[config.mk]
export PLATFORM = sky130hd
export DESIGN_NAME = scf_config
export DESIGN_NICKNAME = d
export VERILOG_FILES = /design/src/design/scf_pkg.sv /design/src/design/scf_config.sv
export VERILOG_INCLUDE_DIRS = /design/src /design/src/design
export SDC_FILE = /design/constraint.sdc
export NUM_CORES = 1
export LEC_CHECK = 0
export BUFFER_PORTS_ARGS = -buffer_cell sky130_fd_sc_hd__buf_2
export CORE_ASPECT_RATIO = 1.2
export CORE_MARGIN = 3
export CORE_UTILIZATION = 54
export DETAILED_ROUTE_END_ITERATION = 6
export PLACE_DENSITY = 0.88
export SYNTH_ARGS = -nofsm -noshare
export SYNTH_HDL_FRONTEND = slang
export SYNTH_SLANG_ARGS = --single-unit
export TNS_END_PERCENT = 1
[constraint.sdc]
create_clock -name hclk -period 2.62 [get_ports hclk]
set_clock_uncertainty 0.1 [all_clocks]
set_input_delay 0.524 -clock hclk [delete_from_list [all_inputs] [get_ports hclk]]
set_output_delay 0.524 -clock hclk [all_outputs]
set_load 0.05 [all_outputs]
[src/design/scf_params.svh]
`ifndef SCF_PARAMS_SVH
`define SCF_PARAMS_SVH

// register byte offsets
`define SCF_A_MODE_LOW     8'h00
`define SCF_A_MODE_HIGH    8'h04
`define SCF_A_MODE_P4      8'h08
`define SCF_A_OSC_RELOAD   8'h0c
`define SCF_A_CLOCK_SETUP  8'h10
`define SCF_A_AUX          8'h14
`define SCF_A_AUX_TWO      8'h18
`define SCF_A_NV_CTRL      8'h1c
`define SCF_A_FUSE_STAT    8'h20
`define SCF_A_STATUS       8'h24

// field positions in software registers
`define SCF_B_TPS_HI       7
`define SCF_B_TPS_LO       4
`define SCF_B_X2           0
`define SCF_B_LATCH_SUPP   0
`define SCF_B_XDATA_EN     1
`define SCF_B_WS_HI        6
`define SCF_B_WS_LO        5
`define SCF_B_STACK_IN_EXTRA_RAM         4
`define SCF_B_BOOT_API     5
`define SCF_B_NV_EN        1

// fuse word layout
`define SCF_FUSE_W         17
`define SCF_F_SRC_A_HI     1
`define SCF_F_SRC_A_LO     0
`define SCF_F_SRC_B_HI     3
`define SCF_F_SRC_B_LO     2
`define SCF_F_OSC_B        4
`define SCF_F_X2           5
`define SCF_F_START_HI     8
`define SCF_F_START_LO     6
`define SCF_F_COMPAT       9
`define SCF_F_XRAM         10
`define SCF_F_BOOT_JUMP    11
`define SCF_F_DEBUG        12
`define SCF_F_ISP          13
`define SCF_F_SIG          14
`define SCF_F_TRISTATE     15
`define SCF_F_LOW_POWER    16

// reset values
`define SCF_TPS_FAST       4'h0
`define SCF_TPS_COMPAT     4'h5
`define SCF_RELOAD_RST     8'h00
`define SCF_SYNC_CYCLES    2'h2

`endif

[src/design/scf_pkg.sv]
package scf_pkg;

  typedef enum logic [2:0] {
    SCF_ST_SYNC,
    SCF_ST_LATCH,
    SCF_ST_APPLY,
    SCF_ST_DELAY,
    SCF_ST_RUN
  } scf_state_t;

  // {pin_mode_high_bit, pin_mode_low_bit}
  typedef enum logic [1:0] {
    SCF_IO_QUASI     = 2'h0,
    SCF_IO_PUSH_PULL = 2'h1,
    SCF_IO_INPUT     = 2'h2,
    SCF_IO_OPEN_DRN  = 2'h3
  } scf_io_mode_t;

endpackage : scf_pkg

[src/design/scf_config.sv]
// Implementation choices: the register offsets and the AHB-Lite slave port.
`timescale 1ns/100ps
`include "scf_params.svh"
// Functional notes
// - fuse values persist; captured copy never altered
// - every reset restores software control defaults
// - two mode bits per pin, four modes
// - port-state fuse picks input-only or quasi
// - fuse sets clock doubling reset default
// - four-bit prescale field divides timer base
// - reload register sets oscillator-to-system ratio
// - aux bit0 suppresses address latch strobe
// - aux bit1 enables on-chip xdata, fuse default
// - aux bits6-5 insert xdata wait states
// - aux-two bit4 puts stack in extra RAM
// - nv data access only while enable set
// - boot API calls only while enable set
// - execution-mode fuse picks compat or fast
// - oscillator-select fuse picks boot oscillator
// - fuse picks oscillator A source
// - fuse picks oscillator B source
// - fuse-selected start-up delay after wake
// - in-system programming only with fuse set
// - signature programming only with fuse set
// - bootloader jump and low-power fuses applied
// - prescale resets 0000B fast, 0101B compat
// - divider resets to 1 fast, 2 compat without the X2 fuse, 1 compat with it
// - otherwise ports 1-3 quasi, port 0 open-drain
module scf_config
  import scf_pkg::*;
#(
  parameter int STARTUP_BASE_CYCLES = 16
) (
  input  wire logic                   hclk,
  input  wire logic                   hresetn,
  input  wire logic                   hsel,
  input  wire logic [31:0]            haddr,
  input  wire logic [1:0]             htrans,
  input  wire logic                   hwrite,
  input  wire logic [2:0]             hsize,
  input  wire logic [31:0]            hwdata,
  input  wire logic                   hready,
  output logic [31:0]                 hrdata,
  output logic                        hreadyout,
  output logic                        hresp,
  input  wire logic [`SCF_FUSE_W-1:0] fuse_array,
  output logic                        cpu_release,
  output logic                        fast_exec,
  output logic                        osc_b_select,
  output logic [1:0]                  osc_a_source,
  output logic [1:0]                  osc_b_source,
  output logic                        bootloader_enable,
  output logic                        low_power_enable,
  output logic [31:0]                 pin_mode_low_bit,
  output logic [31:0]                 pin_mode_high_bit,
  output logic [7:0]                  p4_mode_low_bit,
  output logic [7:0]                  p4_mode_high_bit,
  output logic [8:0]                  sysclk_divisor,
  output logic                        timer_tick,
  output logic                        latch_strobe_enable,
  output logic                        onchip_xdata_enable,
  output logic                        stack_in_extra_ram,
  input  wire logic                   xdata_req,
  output logic                        xdata_ack,
  input  wire logic                   nv_access_req,
  output logic                        nv_access_grant,
  input  wire logic                   boot_call_req,
  output logic                        boot_call_grant,
  input  wire logic                   debug_req,
  output logic                        debug_grant,
  input  wire logic                   isp_req,
  output logic                        isp_grant,
  input  wire logic                   sig_prog_req,
  output logic                        sig_prog_grant
);

  localparam int STARTUP_W = 24;

  scf_state_t               state_q;
  logic [1:0]               sync_cnt_q;
  logic [`SCF_FUSE_W-1:0]   fuse_s1_q;
  logic [`SCF_FUSE_W-1:0]   fuse_s2_q;
  logic [`SCF_FUSE_W-1:0]   fuse_q;
  logic [STARTUP_W-1:0]     start_cnt_q;
  logic [31:0]              mode_low_q;
  logic [31:0]              mode_high_q;
  logic [7:0]               p4_low_q;
  logic [7:0]               p4_high_q;
  logic [7:0]               reload_q;
  logic [3:0]               tps_q;
  logic                     x2_q;
  logic                     latch_supp_q;
  logic                     xdata_en_q;
  logic [1:0]               ws_q;
  logic                     stack_in_extra_ram_q;
  logic                     boot_api_q;
  logic                     nv_en_q;
  logic [3:0]               presc_cnt_q;
  logic [2:0]               ws_cnt_q;
  logic                     ws_busy_q;
  logic                     ph_write_q;
  logic [7:0]               ph_addr_q;
  logic [31:0]              rdata_q;
  logic                     addr_phase;
  logic                     fuse_fast;
  logic [STARTUP_W-1:0]     start_delay;

  // repeats one bit (hi or lo) of a pin mode pair over every pin of a port
  function automatic logic [7:0] scf_port_bits(input logic [1:0] mode, input logic hi);
    scf_port_bits = {8{hi ? mode[1] : mode[0]}};
  endfunction : scf_port_bits

  // reset mode of port 0..3 from the port-state fuse
  function automatic logic [1:0] scf_port_default(input logic tristate, input int port);
    if (tristate) begin
      scf_port_default = SCF_IO_INPUT;
    end else if (port == 0) begin
      scf_port_default = SCF_IO_OPEN_DRN;
    end else begin
      scf_port_default = SCF_IO_QUASI;
    end
  endfunction : scf_port_default

  function automatic logic [31:0] scf_mode_word(input logic tristate, input logic hi);
    logic [31:0] w;
    w = '0;
    for (int p = 0; p < 4; p++) begin
      w[p*8 +: 8] = scf_port_bits(scf_port_default(tristate, p), hi);
    end
    scf_mode_word = w;
  endfunction : scf_mode_word

  assign fuse_fast   = ~fuse_q[`SCF_F_COMPAT];
  assign start_delay = STARTUP_W'(STARTUP_BASE_CYCLES)
                       << fuse_q[`SCF_F_START_HI:`SCF_F_START_LO];
  assign addr_phase  = hsel & htrans[1] & hready;

  // fuse array is outside this clock, two stages before use
  always_ff @(posedge hclk or negedge hresetn) begin
    if (!hresetn) begin
      fuse_s1_q <= '0;
      fuse_s2_q <= '0;
    end else begin
      fuse_s1_q <= fuse_array;
      fuse_s2_q <= fuse_s1_q;
    end
  end

  // boot sequence: sync, latch fuses, apply defaults, wait, run
  always_ff @(posedge hclk or negedge hresetn) begin
    if (!hresetn) begin
      state_q     <= SCF_ST_SYNC;
      sync_cnt_q  <= '0;
      start_cnt_q <= '0;
    end else begin
      unique case (state_q)
        SCF_ST_SYNC: begin
          sync_cnt_q <= sync_cnt_q + 2'h1;
          if (sync_cnt_q == `SCF_SYNC_CYCLES) begin
            state_q <= SCF_ST_LATCH;
          end
        end
        SCF_ST_LATCH: state_q <= SCF_ST_APPLY;
        SCF_ST_APPLY: state_q <= SCF_ST_DELAY;
        SCF_ST_DELAY: begin
          start_cnt_q <= start_cnt_q + STARTUP_W'(1);
          if (start_cnt_q + STARTUP_W'(1) >= start_delay) begin
            state_q <= SCF_ST_RUN;
          end
        end
        SCF_ST_RUN: state_q <= SCF_ST_RUN;
      endcase
    end
  end

  // fuse image taken once per reset and then held
  always_ff @(posedge hclk or negedge hresetn) begin
    if (!hresetn) begin
      fuse_q <= '0;
    end else if (state_q == SCF_ST_LATCH) begin
      fuse_q <= fuse_s2_q;
    end
  end

  assign cpu_release       = (state_q == SCF_ST_RUN);
  assign fast_exec         = fuse_fast;
  assign osc_b_select      = fuse_q[`SCF_F_OSC_B];
  assign osc_a_source      = fuse_q[`SCF_F_SRC_A_HI:`SCF_F_SRC_A_LO];
  assign osc_b_source      = fuse_q[`SCF_F_SRC_B_HI:`SCF_F_SRC_B_LO];
  assign bootloader_enable = fuse_q[`SCF_F_BOOT_JUMP];
  assign low_power_enable  = fuse_q[`SCF_F_LOW_POWER];

  // bus write in data phase
  always_ff @(posedge hclk or negedge hresetn) begin
    if (!hresetn) begin
      ph_write_q <= 1'b0;
      ph_addr_q  <= '0;
    end else if (hready) begin
      ph_write_q <= addr_phase & hwrite;
      ph_addr_q  <= haddr[7:0];
    end
  end

  // software control bits: defaults at apply, then writes only
  always_ff @(posedge hclk or negedge hresetn) begin
    if (!hresetn) begin
      mode_low_q  <= '0;
      mode_high_q <= '0;
      p4_low_q    <= '0;
      p4_high_q   <= '0;
    end else if (state_q == SCF_ST_APPLY) begin
      mode_low_q  <= scf_mode_word(fuse_q[`SCF_F_TRISTATE], 1'b0);
      mode_high_q <= scf_mode_word(fuse_q[`SCF_F_TRISTATE], 1'b1);
      p4_low_q    <= '0;
      p4_high_q   <= {8{fuse_q[`SCF_F_TRISTATE]}};
    end else if (ph_write_q) begin
      unique case (ph_addr_q)
        `SCF_A_MODE_LOW:  mode_low_q  <= hwdata;
        `SCF_A_MODE_HIGH: mode_high_q <= hwdata;
        `SCF_A_MODE_P4: begin
          p4_low_q  <= hwdata[7:0];
          p4_high_q <= hwdata[15:8];
        end
        default: ;
      endcase
    end
  end

  always_ff @(posedge hclk or negedge hresetn) begin
    if (!hresetn) begin
      reload_q <= `SCF_RELOAD_RST;
      tps_q    <= `SCF_TPS_COMPAT;
      x2_q     <= 1'b0;
    end else if (state_q == SCF_ST_APPLY) begin
      reload_q <= `SCF_RELOAD_RST;
      tps_q    <= fuse_fast ? `SCF_TPS_FAST : `SCF_TPS_COMPAT;
      x2_q     <= fuse_fast | fuse_q[`SCF_F_X2];
    end else if (ph_write_q && ph_addr_q == `SCF_A_OSC_RELOAD) begin
      reload_q <= hwdata[7:0];
    end else if (ph_write_q && ph_addr_q == `SCF_A_CLOCK_SETUP) begin
      tps_q <= hwdata[`SCF_B_TPS_HI:`SCF_B_TPS_LO];
      x2_q  <= hwdata[`SCF_B_X2];
    end
  end

  always_ff @(posedge hclk or negedge hresetn) begin
    if (!hresetn) begin
      latch_supp_q <= 1'b0;
      xdata_en_q   <= 1'b0;
      ws_q         <= '0;
      stack_in_extra_ram_q       <= 1'b0;
      boot_api_q   <= 1'b0;
      nv_en_q      <= 1'b0;
    end else if (state_q == SCF_ST_APPLY) begin
      latch_supp_q <= 1'b0;
      xdata_en_q   <= fuse_q[`SCF_F_XRAM];
      ws_q         <= '0;
      stack_in_extra_ram_q       <= 1'b0;
      boot_api_q   <= 1'b0;
      nv_en_q      <= 1'b0;
    end else if (ph_write_q) begin
      unique case (ph_addr_q)
        `SCF_A_AUX: begin
          latch_supp_q <= hwdata[`SCF_B_LATCH_SUPP];
          xdata_en_q   <= hwdata[`SCF_B_XDATA_EN];
          ws_q         <= hwdata[`SCF_B_WS_HI:`SCF_B_WS_LO];
        end
        `SCF_A_AUX_TWO: begin
          stack_in_extra_ram_q     <= hwdata[`SCF_B_STACK_IN_EXTRA_RAM];
          boot_api_q <= hwdata[`SCF_B_BOOT_API];
        end
        `SCF_A_NV_CTRL: nv_en_q <= hwdata[`SCF_B_NV_EN];
        default: ;
      endcase
    end
  end

  assign pin_mode_low_bit    = mode_low_q;
  assign pin_mode_high_bit   = mode_high_q;
  assign p4_mode_low_bit     = p4_low_q;
  assign p4_mode_high_bit    = p4_high_q;
  assign latch_strobe_enable = ~latch_supp_q;
  assign onchip_xdata_enable = xdata_en_q;
  assign stack_in_extra_ram  = stack_in_extra_ram_q;
  // x1 halves the source on top of the reload ratio
  assign sysclk_divisor = x2_q ? {1'b0, reload_q} + 9'h001
                               : {reload_q, 1'b0} + 9'h002;

  // timer base: one tick every tps+1 system clocks
  always_ff @(posedge hclk or negedge hresetn) begin
    if (!hresetn) begin
      presc_cnt_q <= '0;
    end else if (presc_cnt_q >= tps_q) begin
      presc_cnt_q <= '0;
    end else begin
      presc_cnt_q <= presc_cnt_q + 4'h1;
    end
  end
  assign timer_tick = cpu_release & (presc_cnt_q >= tps_q);

  // xdata access stretched by ws cycles; ack ends the access
  always_ff @(posedge hclk or negedge hresetn) begin
    if (!hresetn) begin
      ws_busy_q <= 1'b0;
      ws_cnt_q  <= '0;
    end else if (!ws_busy_q) begin
      ws_busy_q <= xdata_req;
      ws_cnt_q  <= {1'b0, ws_q};
    end else if (ws_cnt_q == 3'h0) begin
      ws_busy_q <= 1'b0;
    end else begin
      ws_cnt_q <= ws_cnt_q - 3'h1;
    end
  end
  assign xdata_ack = ws_busy_q & (ws_cnt_q == 3'h0);

  assign nv_access_grant = nv_access_req & nv_en_q & cpu_release;
  assign boot_call_grant = boot_call_req & boot_api_q & cpu_release;
  assign debug_grant     = debug_req & fuse_q[`SCF_F_DEBUG] & cpu_release;
  assign isp_grant       = isp_req & fuse_q[`SCF_F_ISP] & cpu_release;
  assign sig_prog_grant  = sig_prog_req & fuse_q[`SCF_F_SIG] & cpu_release;

  // read data registered at the address-phase edge
  always_ff @(posedge hclk or negedge hresetn) begin
    if (!hresetn) begin
      rdata_q <= '0;
    end else if (addr_phase && !hwrite) begin
      unique case (haddr[7:0])
        `SCF_A_MODE_LOW:    rdata_q <= mode_low_q;
        `SCF_A_MODE_HIGH:   rdata_q <= mode_high_q;
        `SCF_A_MODE_P4:     rdata_q <= {16'h0000, p4_high_q, p4_low_q};
        `SCF_A_OSC_RELOAD:  rdata_q <= {24'h000000, reload_q};
        `SCF_A_CLOCK_SETUP: rdata_q <= {24'h000000, tps_q, 3'h0, x2_q};
        `SCF_A_AUX:         rdata_q <= {25'h0, ws_q, 3'h0, xdata_en_q, latch_supp_q};
        `SCF_A_AUX_TWO:     rdata_q <= {26'h0, boot_api_q, stack_in_extra_ram_q, 4'h0};
        `SCF_A_NV_CTRL:     rdata_q <= {30'h0, nv_en_q, 1'b0};
        `SCF_A_FUSE_STAT:   rdata_q <= {15'h0000, fuse_q};
        `SCF_A_STATUS:      rdata_q <= {23'h0, sysclk_divisor};
        default:            rdata_q <= '0;
      endcase
    end
  end

  assign hrdata    = rdata_q;
  // bus held off until defaults are in place, so no write is lost
  assign hreadyout = cpu_release;
  assign hresp     = 1'b0;

  property p_tps_fast;
    @(posedge hclk) disable iff (!hresetn)
      (state_q == SCF_ST_APPLY && fuse_fast) |=> tps_q == `SCF_TPS_FAST;
  endproperty
  a_tps_fast: assert property (p_tps_fast) else $error("fast prescale default wrong");

  property p_tps_compat;
    @(posedge hclk) disable iff (!hresetn)
      (state_q == SCF_ST_APPLY && !fuse_fast) |=> tps_q == `SCF_TPS_COMPAT;
  endproperty
  a_tps_compat: assert property (p_tps_compat) else $error("compat prescale default wrong");

  property p_div_default;
    @(posedge hclk) disable iff (!hresetn)
      (state_q == SCF_ST_APPLY && !fuse_q[`SCF_F_X2])
        |=> sysclk_divisor == (fuse_fast ? 9'h001 : 9'h002);
  endproperty
  a_div_default: assert property (p_div_default) else $error("divider default wrong");

  property p_port_default;
    @(posedge hclk) disable iff (!hresetn)
      (state_q == SCF_ST_APPLY && !fuse_q[`SCF_F_TRISTATE])
        |=> mode_low_q == 32'h000000ff && mode_high_q == 32'h000000ff;
  endproperty
  a_port_default: assert property (p_port_default) else $error("port default wrong");

  property p_nv_gate;
    @(posedge hclk) disable iff (!hresetn)
      nv_access_grant |-> nv_en_q && nv_access_req;
  endproperty
  a_nv_gate: assert property (p_nv_gate) else $error("nv access without enable");

  property p_isp_gate;
    @(posedge hclk) disable iff (!hresetn)
      isp_grant |-> fuse_q[`SCF_F_ISP] && cpu_release;
  endproperty
  a_isp_gate: assert property (p_isp_gate) else $error("isp without fuse");

  property p_ws_three;
    @(posedge hclk) disable iff (!hresetn)
      (xdata_req && !ws_busy_q && ws_q == 2'h3) |-> !xdata_ack[*4] ##1 xdata_ack;
  endproperty
  a_ws_three: assert property (p_ws_three) else $error("wait state count wrong");

  property p_fuse_hold;
    @(posedge hclk) disable iff (!hresetn)
      (state_q == SCF_ST_RUN) |=> $stable(fuse_q) && state_q == SCF_ST_RUN;
  endproperty
  a_fuse_hold: assert property (p_fuse_hold) else $error("fuse image changed");

  property p_release_order;
    @(posedge hclk) disable iff (!hresetn)
      $rose(cpu_release) |-> $past(state_q) == SCF_ST_DELAY;
  endproperty
  a_release_order: assert property (p_release_order) else $error("cpu released early");

  property p_tick_full;
    @(posedge hclk) disable iff (!hresetn)
      (cpu_release && tps_q == 4'h0 && $stable(tps_q)) |-> timer_tick;
  endproperty
  a_tick_full: assert property (p_tick_full) else $error("tick missing at full rate");

endmodule : scf_config

**Word level (Yosys, flattened, before mapping)**

Cells that the tools add are included.

- Bits in registers: 229
- Input bits: 97
- Output and inout bits: 142

- $add $sub $neg: 6
- Magnitude comparators: 2
- Eq/ne operators: 25
- Shifts and indexed selects: 1
- Muxes and demuxes: 51
- Bitwise logic cells: 18
- Reduce and logical (&&, ||, !) cells: 25

Operators by type and width:

| operator | count |
|---|---|
| 32-bit case mux with 10 select lines | 1 |
| 32-bit 2-to-1 mux | 6 |
| 8-bit by 5-bit equality test with 1-bit output, second input constant | 8 |
| 8-bit 2-to-1 mux | 8 |
| 8-bit by 4-bit equality test with 1-bit output, second input constant | 4 |
| 24-bit by 1-bit adder with 24-bit output, second input constant | 1 |
| 24-bit >= comparator | 1 |
| 5-bit by 3-bit left shift with 24-bit output, first input constant | 1 |
| 1-bit 2-to-1 mux | 21 |
| 2-bit nonzero test | 9 |
| 8-bit by 3-bit equality test with 1-bit output, second input constant | 2 |
| 8-bit by 6-bit equality test with 1-bit output, second input constant | 2 |
| 8-bit zero test | 2 |
| 4-bit 2-to-1 mux | 4 |
| 2-bit AND reduction | 8 |
| 1-bit bitwise AND | 15 |
| 3-bit 2-to-1 mux | 5 |
| 3-bit case mux with 5 select lines | 1 |
| 8-bit by 1-bit adder with 9-bit output, second input constant | 1 |
| 9-bit by 2-bit adder with 9-bit output, second input constant | 1 |
| 9-bit 2-to-1 mux | 1 |
| 2-bit 2-to-1 mux | 4 |
| 2-bit inequality test, second input constant | 4 |
| 3-bit by 2-bit equality test with 1-bit output, second input constant | 2 |
| 12 further kinds | 16 |

**Logic depth before layout (Yosys ltp)**

Gate-level depths: netlist (run 1).

- Word-level depth: 5
- Gate-level depth with buffers: 11
- Mapped depth without buffers: 11

**Worst setup path before layout (run 1)**

Ideal clock, no wire load.

- Path kind: flip-flop to output port
- From: register state_q[0]
- To: output port boot_call_grant
- Arrival: 2528 ps
- Required time: 1996 ps
- Path slack: -532 ps
- Cell stages (with the launch flop): 3
- Cells stage by stage: dfrtp_1 nor3b_1 and3_1

- Word-level cells in the longest chain between the ends: 2

Ends and longest elaborated chain:

| what | RTL line | text |
|---|---|---|
| from (decl) | scf_config.sv:79 | `scf_state_t state_q;` |
| from (signal assigned) | scf_config.sv:152 | `state_q <= SCF_ST_SYNC;` |
| from (signal assigned) | scf_config.sv:160 | `state_q <= SCF_ST_LATCH;` |
| from (signal assigned) | scf_config.sv:163 | `SCF_ST_LATCH: state_q <= SCF_ST_APPLY;` |
| 3-bit equality test | scf_config.sv:185 | `assign cpu_release = (state_q == SCF_ST_RUN);` |
| net cpu_release | scf_config.sv:47 | `output logic cpu_release,` |
| 1-bit bitwise AND | scf_config.sv:318 | `assign boot_call_grant = boot_call_req & boot_api_q & cpu_release;` |
| to (decl) | scf_config.sv:68 | `output logic boot_call_grant,` |

The timed path passes the listed nets, and every way through them passes these cells.

**Worst setup path after layout (run 1)**

- From: register tps_q[0]
- To: output port timer_tick

- Word-level cells in the longest chain between the ends: 2

Ends and longest elaborated chain:

| what | RTL line | text |
|---|---|---|
| from (decl) | scf_config.sv:90 | `logic [3:0] tps_q;` |
| from (signal assigned) | scf_config.sv:232 | `` tps_q <= `SCF_TPS_COMPAT; `` |
| from (signal assigned) | scf_config.sv:236 | `` tps_q <= fuse_fast ? `SCF_TPS_FAST : `SCF_TPS_COMPAT; `` |
| from (signal assigned) | scf_config.sv:241 | `` tps_q <= hwdata[`SCF_B_TPS_HI:`SCF_B_TPS_LO]; `` |
| 4-bit >= comparator | scf_config.sv:299 | `assign timer_tick = cpu_release & (presc_cnt_q >= tps_q);` |
| 1-bit bitwise AND | scf_config.sv:299 |  |
| to (decl) | scf_config.sv:59 | `output logic timer_tick,` |

Every way passes these cells.

==> results of run 1 <==
==> how the worst max path moves through the flow <==
stage / startpoint / to / slack (ns)
after floorplan: reload_q[0] / sysclk_divisor[7] / -0.38
after global placement: start_cnt_q[6] / state_q[2] / 0.11
after detailed placement: start_cnt_q[2] / state_q[2] / -0.02
after CTS: tps_q[0] / timer_tick / -0.15
after global routing: tps_q[0] / timer_tick / -0.21
final: tps_q[0] / timer_tick / -0.16
==> Yosys cell counts (all sizes together), types with 14 or more instances <==
cell	n	share of area (%)
a31oi	43	2.5
inv	18	0.64
nand3	27	1.3
ha	19	2.2
mux2	28	3.0
nand2	251	8.9
nor2	49	1.7
nor3	17	0.80
a21oi	60	2.8
nand4	14	0.82
xnor2	21	1.7
o21ai	43	2.0
buf	15	0.88
mux2i	18	1.7
clkbuf	61	2.2
xor2	18	1.5
dfrtp	227	53
a22oi	19	1.3
==> worst reg2reg max path, stage by stage, from the launching register on <==
cell and delay, ns:
dfrtp_1 0.39, nand4_1 0.16, buf_4 0.17, nor2_2 0.09
nand4_1 0.14, xnor2_1 0.24, ha_1 0.29, a21oi_2 0.13
o22ai_1 0.09, nor3_1 0.15, o31a_1 0.22, o2111ai_2 0.16
o21a_1 0.15
==> through the flow <==
step | power (mW) | cells | setup TNS, ns
CTS | 13.73 | 1587 | -0.3845
finish | 13.95 | 1592 | -0.3401
global route | 14.52 | 1592 | -0.7478
floorplan | 8.502 | 1082 | -1.402
detailed placement | 10.04 | 1529 | -0.02412
global placement | 9.838 | 1529 | 0
==> cell families (layout without fill, tap and decap cells) <==
family | Yosys count | in the layout | synth area share (%)
AO/OA/AOI/OAI | 218 | 218 | 13.00
buffers and inverters | 94 | 345 | 3.674
XOR/XNOR | 39 | 39 | 3.215
flip-flops | 229 | 229 | 53.96
adder cells (fa/ha/maj) | 19 | 19 | 2.238
multiplexers | 50 | 50 | 5.512
AND/OR/NAND/NOR | 432 | 432 | 18.36
other | 1 | 4 | 0.03530
==> power groups by stage <==
stage / combinational (mW) / clock (mW) / sequential (mW)
6_report: 5.40 / 3.52 / 5.04
3_5_place_dp: 5.00 / 0 / 5.04
3_3_place_gp: 4.85 / 0 / 4.99
4_1_cts: 5.21 / 3.54 / 4.98
5_1_grt: 5.70 / 3.70 / 5.11
2_1_floorplan: 2.54 / 0 / 5.96
==> layout by cell type (no fill, tap or decap), types with 10 or more instances in the layout <==
cell           count
nand2_1          250
dfrtp_1          224
buf_2            199
a21oi_1           59
buf_4             59
nor2_1            43
a31oi_1           43
o21ai_0           42
mux2_2            28
nand3_1           27
clkbuf_16         25
xnor2_1           21
mux2i_1           18
xor2_1            18
a22oi_1           18
inv_1             17
ha_1              17
nor3_1            15
nand4_1           14
and3_1            12
a21o_1            12
dlygate4sd3_1     12
a222oi_1          10
==> cell type report <==
| class | instances | area [um2] |
|---|---|---|
| clock buffer | 37 | 750.7 |
| inverter | 18 | 67.56 |
| fill | 1303 | 5719 |
| antenna | 3 | 7.507 |
| sequential | 229 | 5737 |
| multi-input combinational | 759 | 4637 |
| timing repair buffer | 283 | 1748 |
| tap | 256 | 320.3 |
| clock inverter | 7 | 75.07 |
==> per-layer routing <==
layer  share of wire, %  track usage, %  vias up
met4                5.5           15.00        0
met1                 36           38.32     4769
met2                 49           49.77      686
met3                9.2           5.766      162
li1                   -               -     4245
met5                  0               0        -
==> state kept, by name, summed over array words and instances, names as in the netlist, 2 cells and up <==
name	count
fuse_q	17
ph_addr_q	8
pin_mode_low_bit	32
hrdata	32
sync_cnt_q	2
pin_mode_high_bit	32
presc_cnt_q	4
fuse_s1_q	17
ws_q	2
tps_q	4
fuse_s2_q	17
state_q	3
start_cnt_q	24
p4_mode_high_bit	8
reload_q	8
ws_cnt_q	3
p4_mode_low_bit	8
==> what timing repair did <==
action                     4_1_cts  5_1_grt
hold buffers                    11        1
setup endpoints to repair        9       12
buffers inserted                 3        1
resized for setup               20       24
hold endpoints to repair        68        1
pin swaps                        6        7
==> summary.md, run 1 <==
| Metric | Value |
|---|---|
| CP delay by family, top | flip-flops |
| P&R area growth vs syn | 25.59% |
| Starting Density | 55.73% |
| Hold Path Class | primary input to flop |
| First-pass GRT wire length | about 52 mm |
| CP Max Fanout | 2 |
| Final setup fails | 4 |
| WP buf/inv | 1 |
| Status | finished, violations left |
| Worst Tran Pin Value | 0.7376 ns |
| PD cells | about 1000 nW/um2 |
| Port Buffers | about 210 |
| Largest buffer count on any clock path | 3 |
| Slowest CP cell | dfstp_2 |
| Clock latency on the worst-skew pair | about 0.54 ns |
| Unrepaired setup endpoints after global routing | yes |
| Total GRT Usage | around 30% |
| Violated checks | setup timing |
| Switching share of power | 42.33% |
| Critical Path RT | roughly 2.0 ns |
| Starting DRC count in detailed routing | approximately 1,300 |
| Flop pwr share | between 30% and 40% |
| Crit path largest cell delay | roughly 0.55 ns |
| Die Area | between 20,000 and 25,000 um2 |
| Clock power frac | ~25% |
| Chip height | between 150 and 200 um |
| Switching Power | about 5.9 mW |
| Int Power | roughly 8.0 mW |
| Worst-path clk slew | approximately 0.06 ns |
| Ys flop type | dfrtp_1 |
| CTS Buf Count | 25 |
| Fin Hold WS | 0.01214 ns |
| Fin worst setup slack | -0.1603 ns |
| Setup Slack @ Placement | -0.02412 ns |
| Share of cells above drive strength 1 | approximately 29% |
| Layout Utilization | about 70% |
| HPWL after detailed placement | ~22 mm |
| Die X | 134.0 um |
| Routed len/inst | roughly 21 um |
| Final hold viol count | 0 |
| Routed WL | between 30 and 40 mm |
| CTS tree | done |
| Vias post-DR | approximately 9,900 |
| Mean Syn Cell Area | around 10 um2 |
| WP depth | 7 |
| RR Startpoint | start_cnt_q[2] |
| Cell area after synthesis | roughly 11,000 um2 |
| Crit path cell chain | ha_4 -> nand2b_4 -> a21o_1 -> a21o_1 -> a21o_1 -> and2_4 -> buf_8 |
| Cell repeated most along the worst path | a21o_1 |
| Hold path endpoint | fuse_s1_q[8] |
| Hold path depth | 1 |
| Hold wc startpoint | fuse_array[8] |
| R2R Setup Slk | about 0.03 ns |
| Startpoint types | flop |
| Vias in the first global route | 9,917 |
| Slew margin rel. | between 50% and 60% |
| Final Cell Area | 13,340 um2 |
| Max-slew violation count | 0 |
| Max-cap violations | 0 |
| Core area | about 19,000 um2 |
| Seq cells post-synth | around 230 |
| Comb pwr share | 38.7% |
| P_leak | 6.311 nW |
| Post-route DRC | 0 |
| Clk Tree Root Cell | clkbuf_16 |
| Seq/Total Area, Yosys | 53.96% |
| Routability cong. | 0.9312 |
| Synth Warn # | 0 |
| Pre-antenna DRT Iters | 7 |
| Initial antenna violation count | 3 |
| Clock H-tree levels | 1 |
| Routed Antenna Nets | 0 |
| Vias/cell | about 6.2 |
| VDD IR-drop max | about 0.00075 V |
| Kind of end point of the critical path | primary output |
| FP Rows | 55 |
| Ports | 239 |
| Ys async rst share | 100.0% |
| Final Cycle Share | 106.1% |
| Crit path kind | flop to primary output |
| Mapped Nets | between 1,000 and 1,500 |
| Cell Area, Placed | around 12,000 um2 |
| FF-to-FF End | state_q[2] |
| Critical path arrival | 2.16 ns |
| R2R cell count | 12 |
| TritonCTS Sinks | ~230 |
| EDFF count, synth | 0 |
| Largest net degree at the start of global routing | 64 |
| Final net count | between 1,000 and 1,500 |
| Min cycle time layout | about 2.8 ns |
| Gr ovfl total | 0 |
| Peak Freq | 0.3597 GHz |
| Synth cell types | between 60 and 70 |
| Syn Inst Count | approximately 1,100 |
No activity file was read; power rests on OpenSTA's default activity.
==> inputs of run 2 (changes only) <==
Settings changed: ABC_AREA set to 1, CORE_UTILIZATION 54 to 55, PLACE_DENSITY 0.88 to 0.89.
==> run 2 against run 1 <==
The flow now finishes without violations. Synthesized cell count increased by 17%. Wire length decreased by 6.2%. Clock-buffer cell count decreased by 7. Die area decreased by 1.1%. Worst setup slack improved by 0.17 ns. Maximum frequency increased by 6.3%. Largest power group unchanged.
==> summary.md, run 2 <==
| Metric | Value |
|---|---|
| Pre-antenna DRT Iters | 5 (-2) |
| Chip height | 158.8 um (-0.54%) |
| Hold path endpoint | fuse_s1_q[1] |
| Core area | 18,990 um2 (-0.36%) |
| Simple-Gate Fraction of Synth Area | 21.24% (+2.9 points) |
| Status | complete, no violations |
| Crit path cell chain | ha_2 -> nand4_1 -> nor2_1 -> nand2_2 -> o22ai_2 -> buf_6 |
| Top cells by area, synth | dfrtp_1 53%, nand2_1 12%, o21ai_0 6.1% |
| Switching share of power | 46.40% (+4.1 points) |
| Final setup fails | 0 (-4) |
| Post-route DRC | 0 (unchanged) |
| CP Max Fanout | 3 (+1) |
| Routed Antenna Nets | 0 (unchanged) |
| Hold path depth | 1 (unchanged) |
| Max-cap violations | 0 (unchanged) |
| Flop pwr share | 34.2% (-1.9 points) |
| FP Rows | 55 (unchanged) |
| Seq cells post-synth | 229 (unchanged) |
| Multiplexer area fraction after synthesis | 0.7251% (-4.8 points) |
| Commonest cells after routing, fill and taps aside | 355 x nand2_1, 227 x dfrtp_1, 202 x buf_2, 135 x inv_1, 124 x o21ai_0 |
| R2R cell count | 16 (+4) |
| Share of cells above drive strength 1 | 21.51% (-7.2 points) |
| Routability cong. | 0.9158 (-1.7%) |
| Starting DRC count in detailed routing | 971 (-24%) |
| Cell area after synthesis | 10,700 um2 (+0.71%) |
| Largest buffer count on any clock path | 3 (unchanged) |
| Power, Total | 15.05 mW (+7.9%) |
| Seq/Total Area, Yosys | 53.58% (-0.38 points) |
| Kind of end point of the critical path | primary output |
| Clock power frac | 22.3% (-2.9 points) |
| Slew margin rel. | 22.24% (-28 points) |
| Synth Warn # | 0 (unchanged) |
| R2R Setup Slk | 0.14 ns (+0.11 ns) |
| First-pass GRT wire length | 49.38 mm (-4.9%) |
| Hold wc startpoint | fuse_array[1] |
| Count leader, synth | nand2_1 |
| Largest family of logic cells by synthesized area | simple AND/OR/NAND/NOR gates |
| Ports | 239 (unchanged) |
| RR Startpoint | start_cnt_q[5] |
| Critical path arrival | 1.99 ns (-0.17 ns) |
| Clock latency on the worst-skew pair | 0.52 ns (-0.02 ns) |
| Initial antenna violation count | 1 (-2) |
| Largest area contributor in the netlist | dfrtp_1 |
| Synth cell types | 40 (-35%) |
| Yosys top cell area share | 53.09% (-0.38 points) |
| Peak Freq | 0.3825 GHz (+6.3%) |
| Die Area | 21,170 um2 (-1.1%) |
| Comb pwr share | 43.5% (+4.8 points) |
| Compound-Gate Fraction of Synth Area | 13.41% (+0.41 points) |
| Unrepaired setup endpoints after global routing | yes |
| Mean Syn Cell Area | 8.418 um2 (-14%) |
| FF-to-FF End | state_q[2] |
| PD cells | 1163 nW/um2 (+11%) |
| Hold Path Class | primary input to flop |
| Starting Density | 56.33% (+0.60 points) |
| Max-slew violation count | 0 (unchanged) |
| Routed len/inst | 17.81 um (-15%) |
| WP buf/inv | 1 (unchanged) |
| Crit path largest cell delay | 0.41 ns (-0.14 ns) |
| Startpoint types | flop |
| Syn Inst Count | 1,271 (+17%) |
| Clock H-tree levels | 1 (unchanged) |
| Switching Power | 6.985 mW (+18%) |
| CTS Buf Count | 23 (-8.0%) |
| Clk Tree Root Cell | clkbuf_16 |
| HPWL after detailed placement | 21.98 mm (-0.27%) |
| Xor-xnor portion of the synthesized cell area | 1.392% (-1.8 points) |
| CP delay by family, top | simple AND/OR/NAND/NOR gates |
| P&R area growth vs syn | 20.96% |
| Vias/cell | 5.732 (-7.5%) |
| Synth Area in Adders | 2.222% (-0.016 points) |
| Slowest CP cell | dfrtp_1 |
| Routed WL | 31.22 mm (-6.2%) |
| Ys async rst share | 100.0% (unchanged) |
| Die X | 133.3 um (-0.54%) |
| VDD IR-drop max | 0.0007827 V (+4.4%) |
| Largest net degree at the start of global routing | 74 (+16%) |
| CTS tree | done |
| Crit path kind | flop to primary output |
| Fillers | 1,420 (+9.0%) |
| Most common cell after layout, fill and taps aside | nand2_1 |
| EDFF count, synth | 0 (unchanged) |
| Final hold viol count | 0 (unchanged) |
| Final Cycle Share | 99.79% (-6.3 points) |
| Ant diodes | 0 (-3) |
| Layout Utilization | 68.14% (-1.9 points) |
| Vias post-DR | 10,050 (+1.9%) |
| Vias in the first global route | 9,622 (-3.0%) |
| Final net count | 1,598 (+12%) |
| TritonCTS Sinks | 229 (unchanged) |
| Ys flop type | dfrtp_1 |
| Commonest cells post-synth | 356 x nand2_1, 227 x dfrtp_1, 136 x inv_1, 130 x o21ai_0, 98 x nor2_1 |
| Worst-path clk slew | 0.07 ns (about the same) |
| Min cycle time layout | 2.615 ns (-0.1657 ns) |
| Port Buffers | 209 (unchanged) |
| P_leak | 6.611 nW (+4.8%) |
| Total GRT Usage | 28.83% (-1.4 points) |
| Critical Path RT | 2.00 ns (about the same) |
| Setup TNS | 0 ns (+0.3401 ns) |
| Worst Tran Pin Value | 1.165 ns (+0.4276 ns) |
| Int Power | 8.069 mW (+0.27%) |
| Gr ovfl total | 0 (unchanged) |
| Mapped Nets | 1,387 (+16%) |
run 2: cell count changes after synthesis, moves of 18 or more:
cell      previous run  this run
a21oi_1             60        28
a22oi_1             19         0
a31oi_1             43        21
clkbuf_1            61        27
inv_1               18       136
mux2_2              28         6
nand2_1            251       356
nand3_1             27        64
nor2_1              49        98
o21ai_0             43       130
o21ai_1              0        23
o22ai_1              2        20
run 2: kinds of logic (layout without fill, tap and decap cells):
group | Yosys count | count (layout)
adder cells (fa/ha/maj) | 19 | 19
multiplexers | 7 | 7
XOR/XNOR | 17 | 17
AND/OR/NAND/NOR | 552 | 552
AO/OA/AOI/OAI | 250 | 250
buffers and inverters | 196 | 422
other | 1 | 1
flip-flops | 229 | 229
run 2: how the worst max path moves through the flow:
stage | startpoint | endpoint | slack, ns | cells past startpoint
after floorplan | state_q[0] | boot_call_grant | -0.13 | 3
after global placement | start_cnt_q[0] | state_q[2] | 0.19 | 16
after detailed placement | start_cnt_q[0] | state_q[2] | 0.15 | 16
after CTS | tps_q[1] | timer_tick | -0.0003 | 9
after global routing | start_cnt_q[5] | state_q[2] | -0.13 | 16
final | reload_q[1] | sysclk_divisor[8] | 0.005 | 6
run 2: cell type report:
class | count | area [um2] | area share, %
inverters | 143 | 536.8 | 4.148
clock inverters | 10 | 131.4 | 1.015
flip-flops and latches | 229 | 5733 | 44.30
clock buffers | 30 | 631.9 | 4.883
multi-input cells | 846 | 4237 | 32.74
well taps | 256 | 320.3 | 2.475
repair buffers | 239 | 1351 | 10.44
run 2: stage by stage:
step                      hold WS [ns]  std cells  worst slack, ns  instance area (um2)
after detailed placement        0.2347       1707           0.1451                12050
final                          0.02519       1753         0.005376                12940
after global placement          0.2314       1707           0.1937                12050
after global routing           0.01283       1753          -0.1267                12940
after floorplan                 0.1284       1271          -0.1300                10700
after CTS                      0.01225       1749       -0.0002800                12860
run 2: repair_timing:
action | CTS | global route
hold buffers | 1 | 0
endpoints found under the hold margin | 39 | 0
setup endpoints to repair | 6 | 15
buffers inserted | 1 | 4
pin swaps | 0 | 6
resized for setup | 13 | 17
run 2: power by group through the flow:
stage	logic (mW)	clock network (mW)	registers, mW
2_1_floorplan	3.16	0	6.50
3_3_place_gp	6.08	0	5.14
3_5_place_dp	6.24	0	5.17
4_1_cts	6.37	3.39	5.13
5_1_grt	7.04	3.53	5.24
6_report	6.55	3.36	5.15
run 2: layer usage:
metal / track usage [%] / share of wire (%) / up-vias
met4: 15.11 / 6.0 / 2
met1: 36.83 / 37 / 4760
met5: 0 / 0.022 / -
met2: 46.44 / 47 / 609
li1: - / - / 4550
met3: 5.925 / 9.9 / 128
==> inputs of run 3 (changes only) <==
Settings changed: CORE_UTILIZATION 55 to 51, PLACE_DENSITY 0.89 to 0.84.
Clock period 2.62 ns to 2.6 ns, I/O delays scaled along.
==> run 3 against run 2 <==
Clock power up 2%. Sequential power grew 1%. Wire length is 0.44% lower. Via count fell by 2.3%. Flip-flop and latch count unchanged. Combinational power increased by 1%. Worst setup slack better by 0.0044 ns. Core utilization shrank 4.4 points. Critical path type unchanged. Largest power group unchanged. Highest routed layer unchanged.
==> summary.md, run 3 (synthesis results as in run 2) <==
| Metric | Value |
|---|---|
| Vias in the first global route | 9,612 (-0.10%) |
| Max-slew violation count | 0 (unchanged) |
| Power, Total | 15.28 mW (+1.5%) |
| Pre-antenna DRT Iters | 5 (unchanged) |
| Largest net degree at the start of global routing | 143 (+93%) |
| Chip height | 164.7 um (+3.7%) |
| Die Area | 22,760 um2 (+7.5%) |
| FP Rows | 57 (+3.6%) |
| R2R Setup Slk | 0.13 ns (about the same) |
| Routed WL | 31.08 mm (-0.44%) |
| Routability cong. | 0.9056 (-1.1%) |
| Routed len/inst | 17.65 um (-0.89%) |
| Crit path largest cell delay | 0.43 ns (+0.02 ns) |
| Min cycle time layout | ~2.6 ns |
| Port Buffers | 209 (unchanged) |
| Final net count | 1,597 (-0.063%) |
| Final setup fails | 0 (unchanged) |
| CTS Buf Count | 24 (+4.3%) |
| WP buf/inv | 1 (unchanged) |
| Starting DRC count in detailed routing | 937 (-3.5%) |
| CP delay by family, top | flip-flops |
| Slew margin rel. | 48.11% (+26 points) |
| VDD IR-drop max | 0.0007025 V (-10%) |
| P&R area growth vs syn | 21.59% |
| Clk Tree Root Cell | clkbuf_16 |
| Ports | 239 (unchanged) |
| Peak Freq | a little under 0.4 GHz |
| Hold wc startpoint | fuse_array[13] |
| Starting Density | 52.45% (-3.9 points) |
| Hold path endpoint | fuse_s1_q[13] |
| Commonest cells after routing, fill and taps aside | 355 x nand2_1, 223 x dfrtp_1, 201 x buf_2, 132 x inv_1, 124 x o21ai_0 |
| Share of cells above drive strength 1 | 22.01% (+0.50 points) |
| Final hold viol count | 0 (unchanged) |
| FF-to-FF End | state_q[2] |
| Crit path cell chain | ha_4 -> nand4_1 -> nor2_1 -> nand2_1 -> o22ai_2 -> buf_6 |
| Die X | 138.2 um (+3.7%) |
| Hold Path Class | primary input to flop |
| Gr ovfl total | 0 (unchanged) |
| Fillers | 1,687 (+19%) |
| Startpoint types | flop |
| Most common cell after layout, fill and taps aside | nand2_1 |
| Routed Antenna Nets | 0 (unchanged) |
| Crit path kind | flop to primary output |
| Post-route DRC | 0 (unchanged) |
| Total GRT Usage | 26.44% (-2.4 points) |
| TritonCTS Sinks | 229 (unchanged) |
| First-pass GRT wire length | 48.85 mm (-1.1%) |
| PD cells | 1174 nW/um2 (+0.96%) |
| Largest buffer count on any clock path | 3 (unchanged) |
| Clock H-tree levels | 1 (unchanged) |
| Critical path arrival | 1.97 ns (-0.02 ns) |
| Max-cap violations | 0 (unchanged) |
| Kind of end point of the critical path | primary output |
| CTS tree | done |
| Unrepaired setup endpoints after global routing | yes |
| Final Cycle Share | between 90% and 100% |
| Clock latency on the worst-skew pair | 0.51 ns (about the same) |
| CP Max Fanout | 5 (+2) |
| Worst-path clk slew | 0.06 ns (about the same) |
| Core area | 20,400 um2 (+7.4%) |
| Status | complete, no violations |
| Fin Hold WS | 0.01813 ns (-0.007063 ns) |
| Vias post-DR | 9,816 (-2.3%) |
| HPWL after detailed placement | 22.04 mm (+0.29%) |
| Slowest CP cell | dfrtp_2 |
| Vias/cell | 5.574 (-2.8%) |
| Hold path depth | 1 (unchanged) |
| Initial antenna violation count | 3 (+2) |
| Critical Path RT | 1.98 ns (-0.02 ns) |
| RR Startpoint | start_cnt_q[0] |
| Worst Tran Pin Value | 0.7784 ns (-0.3868 ns) |
| P_leak | 6.610 nW (about the same) |
| R2R cell count | 16 (unchanged) |
run 3: cell types whose count changed in the layout (fill, tap and decap cells not counted), sizes merged:
cell         change
clkbuf           +5
buf              -4
clkinv           -3
bufinv           -2
clkinvlp         +1
diode            +1
dlygate4sd3      +1
run 3: worst max-delay path by stage:
stage,from,endpoint,cells after the start
after global routing,start_cnt_q[6],state_q[2],16
final,reload_q[0],sysclk_divisor[8],6
after floorplan,state_q[0],boot_call_grant,3
after global placement,start_cnt_q[0],state_q[2],16
after detailed placement,start_cnt_q[0],state_q[2],16
after CTS,tps_q[1],timer_tick,9
run 3: metrics by stage:
step                setup TNS, ns  cells  instance area (um2)  utilization (%)  setup WS [ns]
floorplan                 -0.8331   1271                10700                -        -0.1460
global placement                0   1711                12020            58.93         0.1682
detailed placement              0   1711                12020            58.93        0.09031
CTS                     -0.002186   1752                12860            63.06      -0.002186
global route              -0.2535   1761                13010            63.78       -0.08651
finish                          0   1761                13010            63.78       0.009749
run 3: cell type report:
| class | count | area (um2) | area share [%] |
|---|---|---|---|
| Antenna cell | 1 | 2.502 | 0.01924 |
| Clock buffer | 34 | 729.5 | 5.607 |
| Clock inverter | 6 | 63.81 | 0.4905 |
| Inverter | 143 | 536.8 | 4.126 |
| Multi-Input combinational cell | 846 | 4265 | 32.79 |
| Sequential cell | 229 | 5738 | 44.11 |
| Tap cell | 265 | 331.6 | 2.549 |
| Timing Repair Buffer | 237 | 1341 | 10.31 |
run 3: worst reg2reg max path: cells and delay by family, from the launching register on:
kind	cells	cell delay [ns]
and+or+nand+nor	13	1.14
adders and majority gates	2	0.48
DFF	1	0.41
xor gates and xnor gates	1	0.24
run 3: report_power, final:
part | internal, mW | switching (mW)
logic | 1.71 | 4.93
registers | 4.47 | 0.752
clock network | 2.04 | 1.38
run 3: what timing repair did:
item                                   CTS  global route
endpoints found under the hold margin   34             1
gates cloned                             0             0
hold buffers                             1             1
pin swaps                                0             2
setup endpoints to repair               11            15
gates resized for setup                 16            24
setup buffers                            0             7
run 3: per-layer routing:
| layer | global-route usage [%] | vias up | share of wire, % |
|---|---|---|---|
| li1 | - | 4536 | - |
| met1 | 33.37 | 4668 | 39 |
| met2 | 42.76 | 501 | 47 |
| met3 | 6.198 | 107 | 9.3 |
| met4 | 14.02 | 4 | 5.4 |
| met5 | 0 | - | 0.051 |
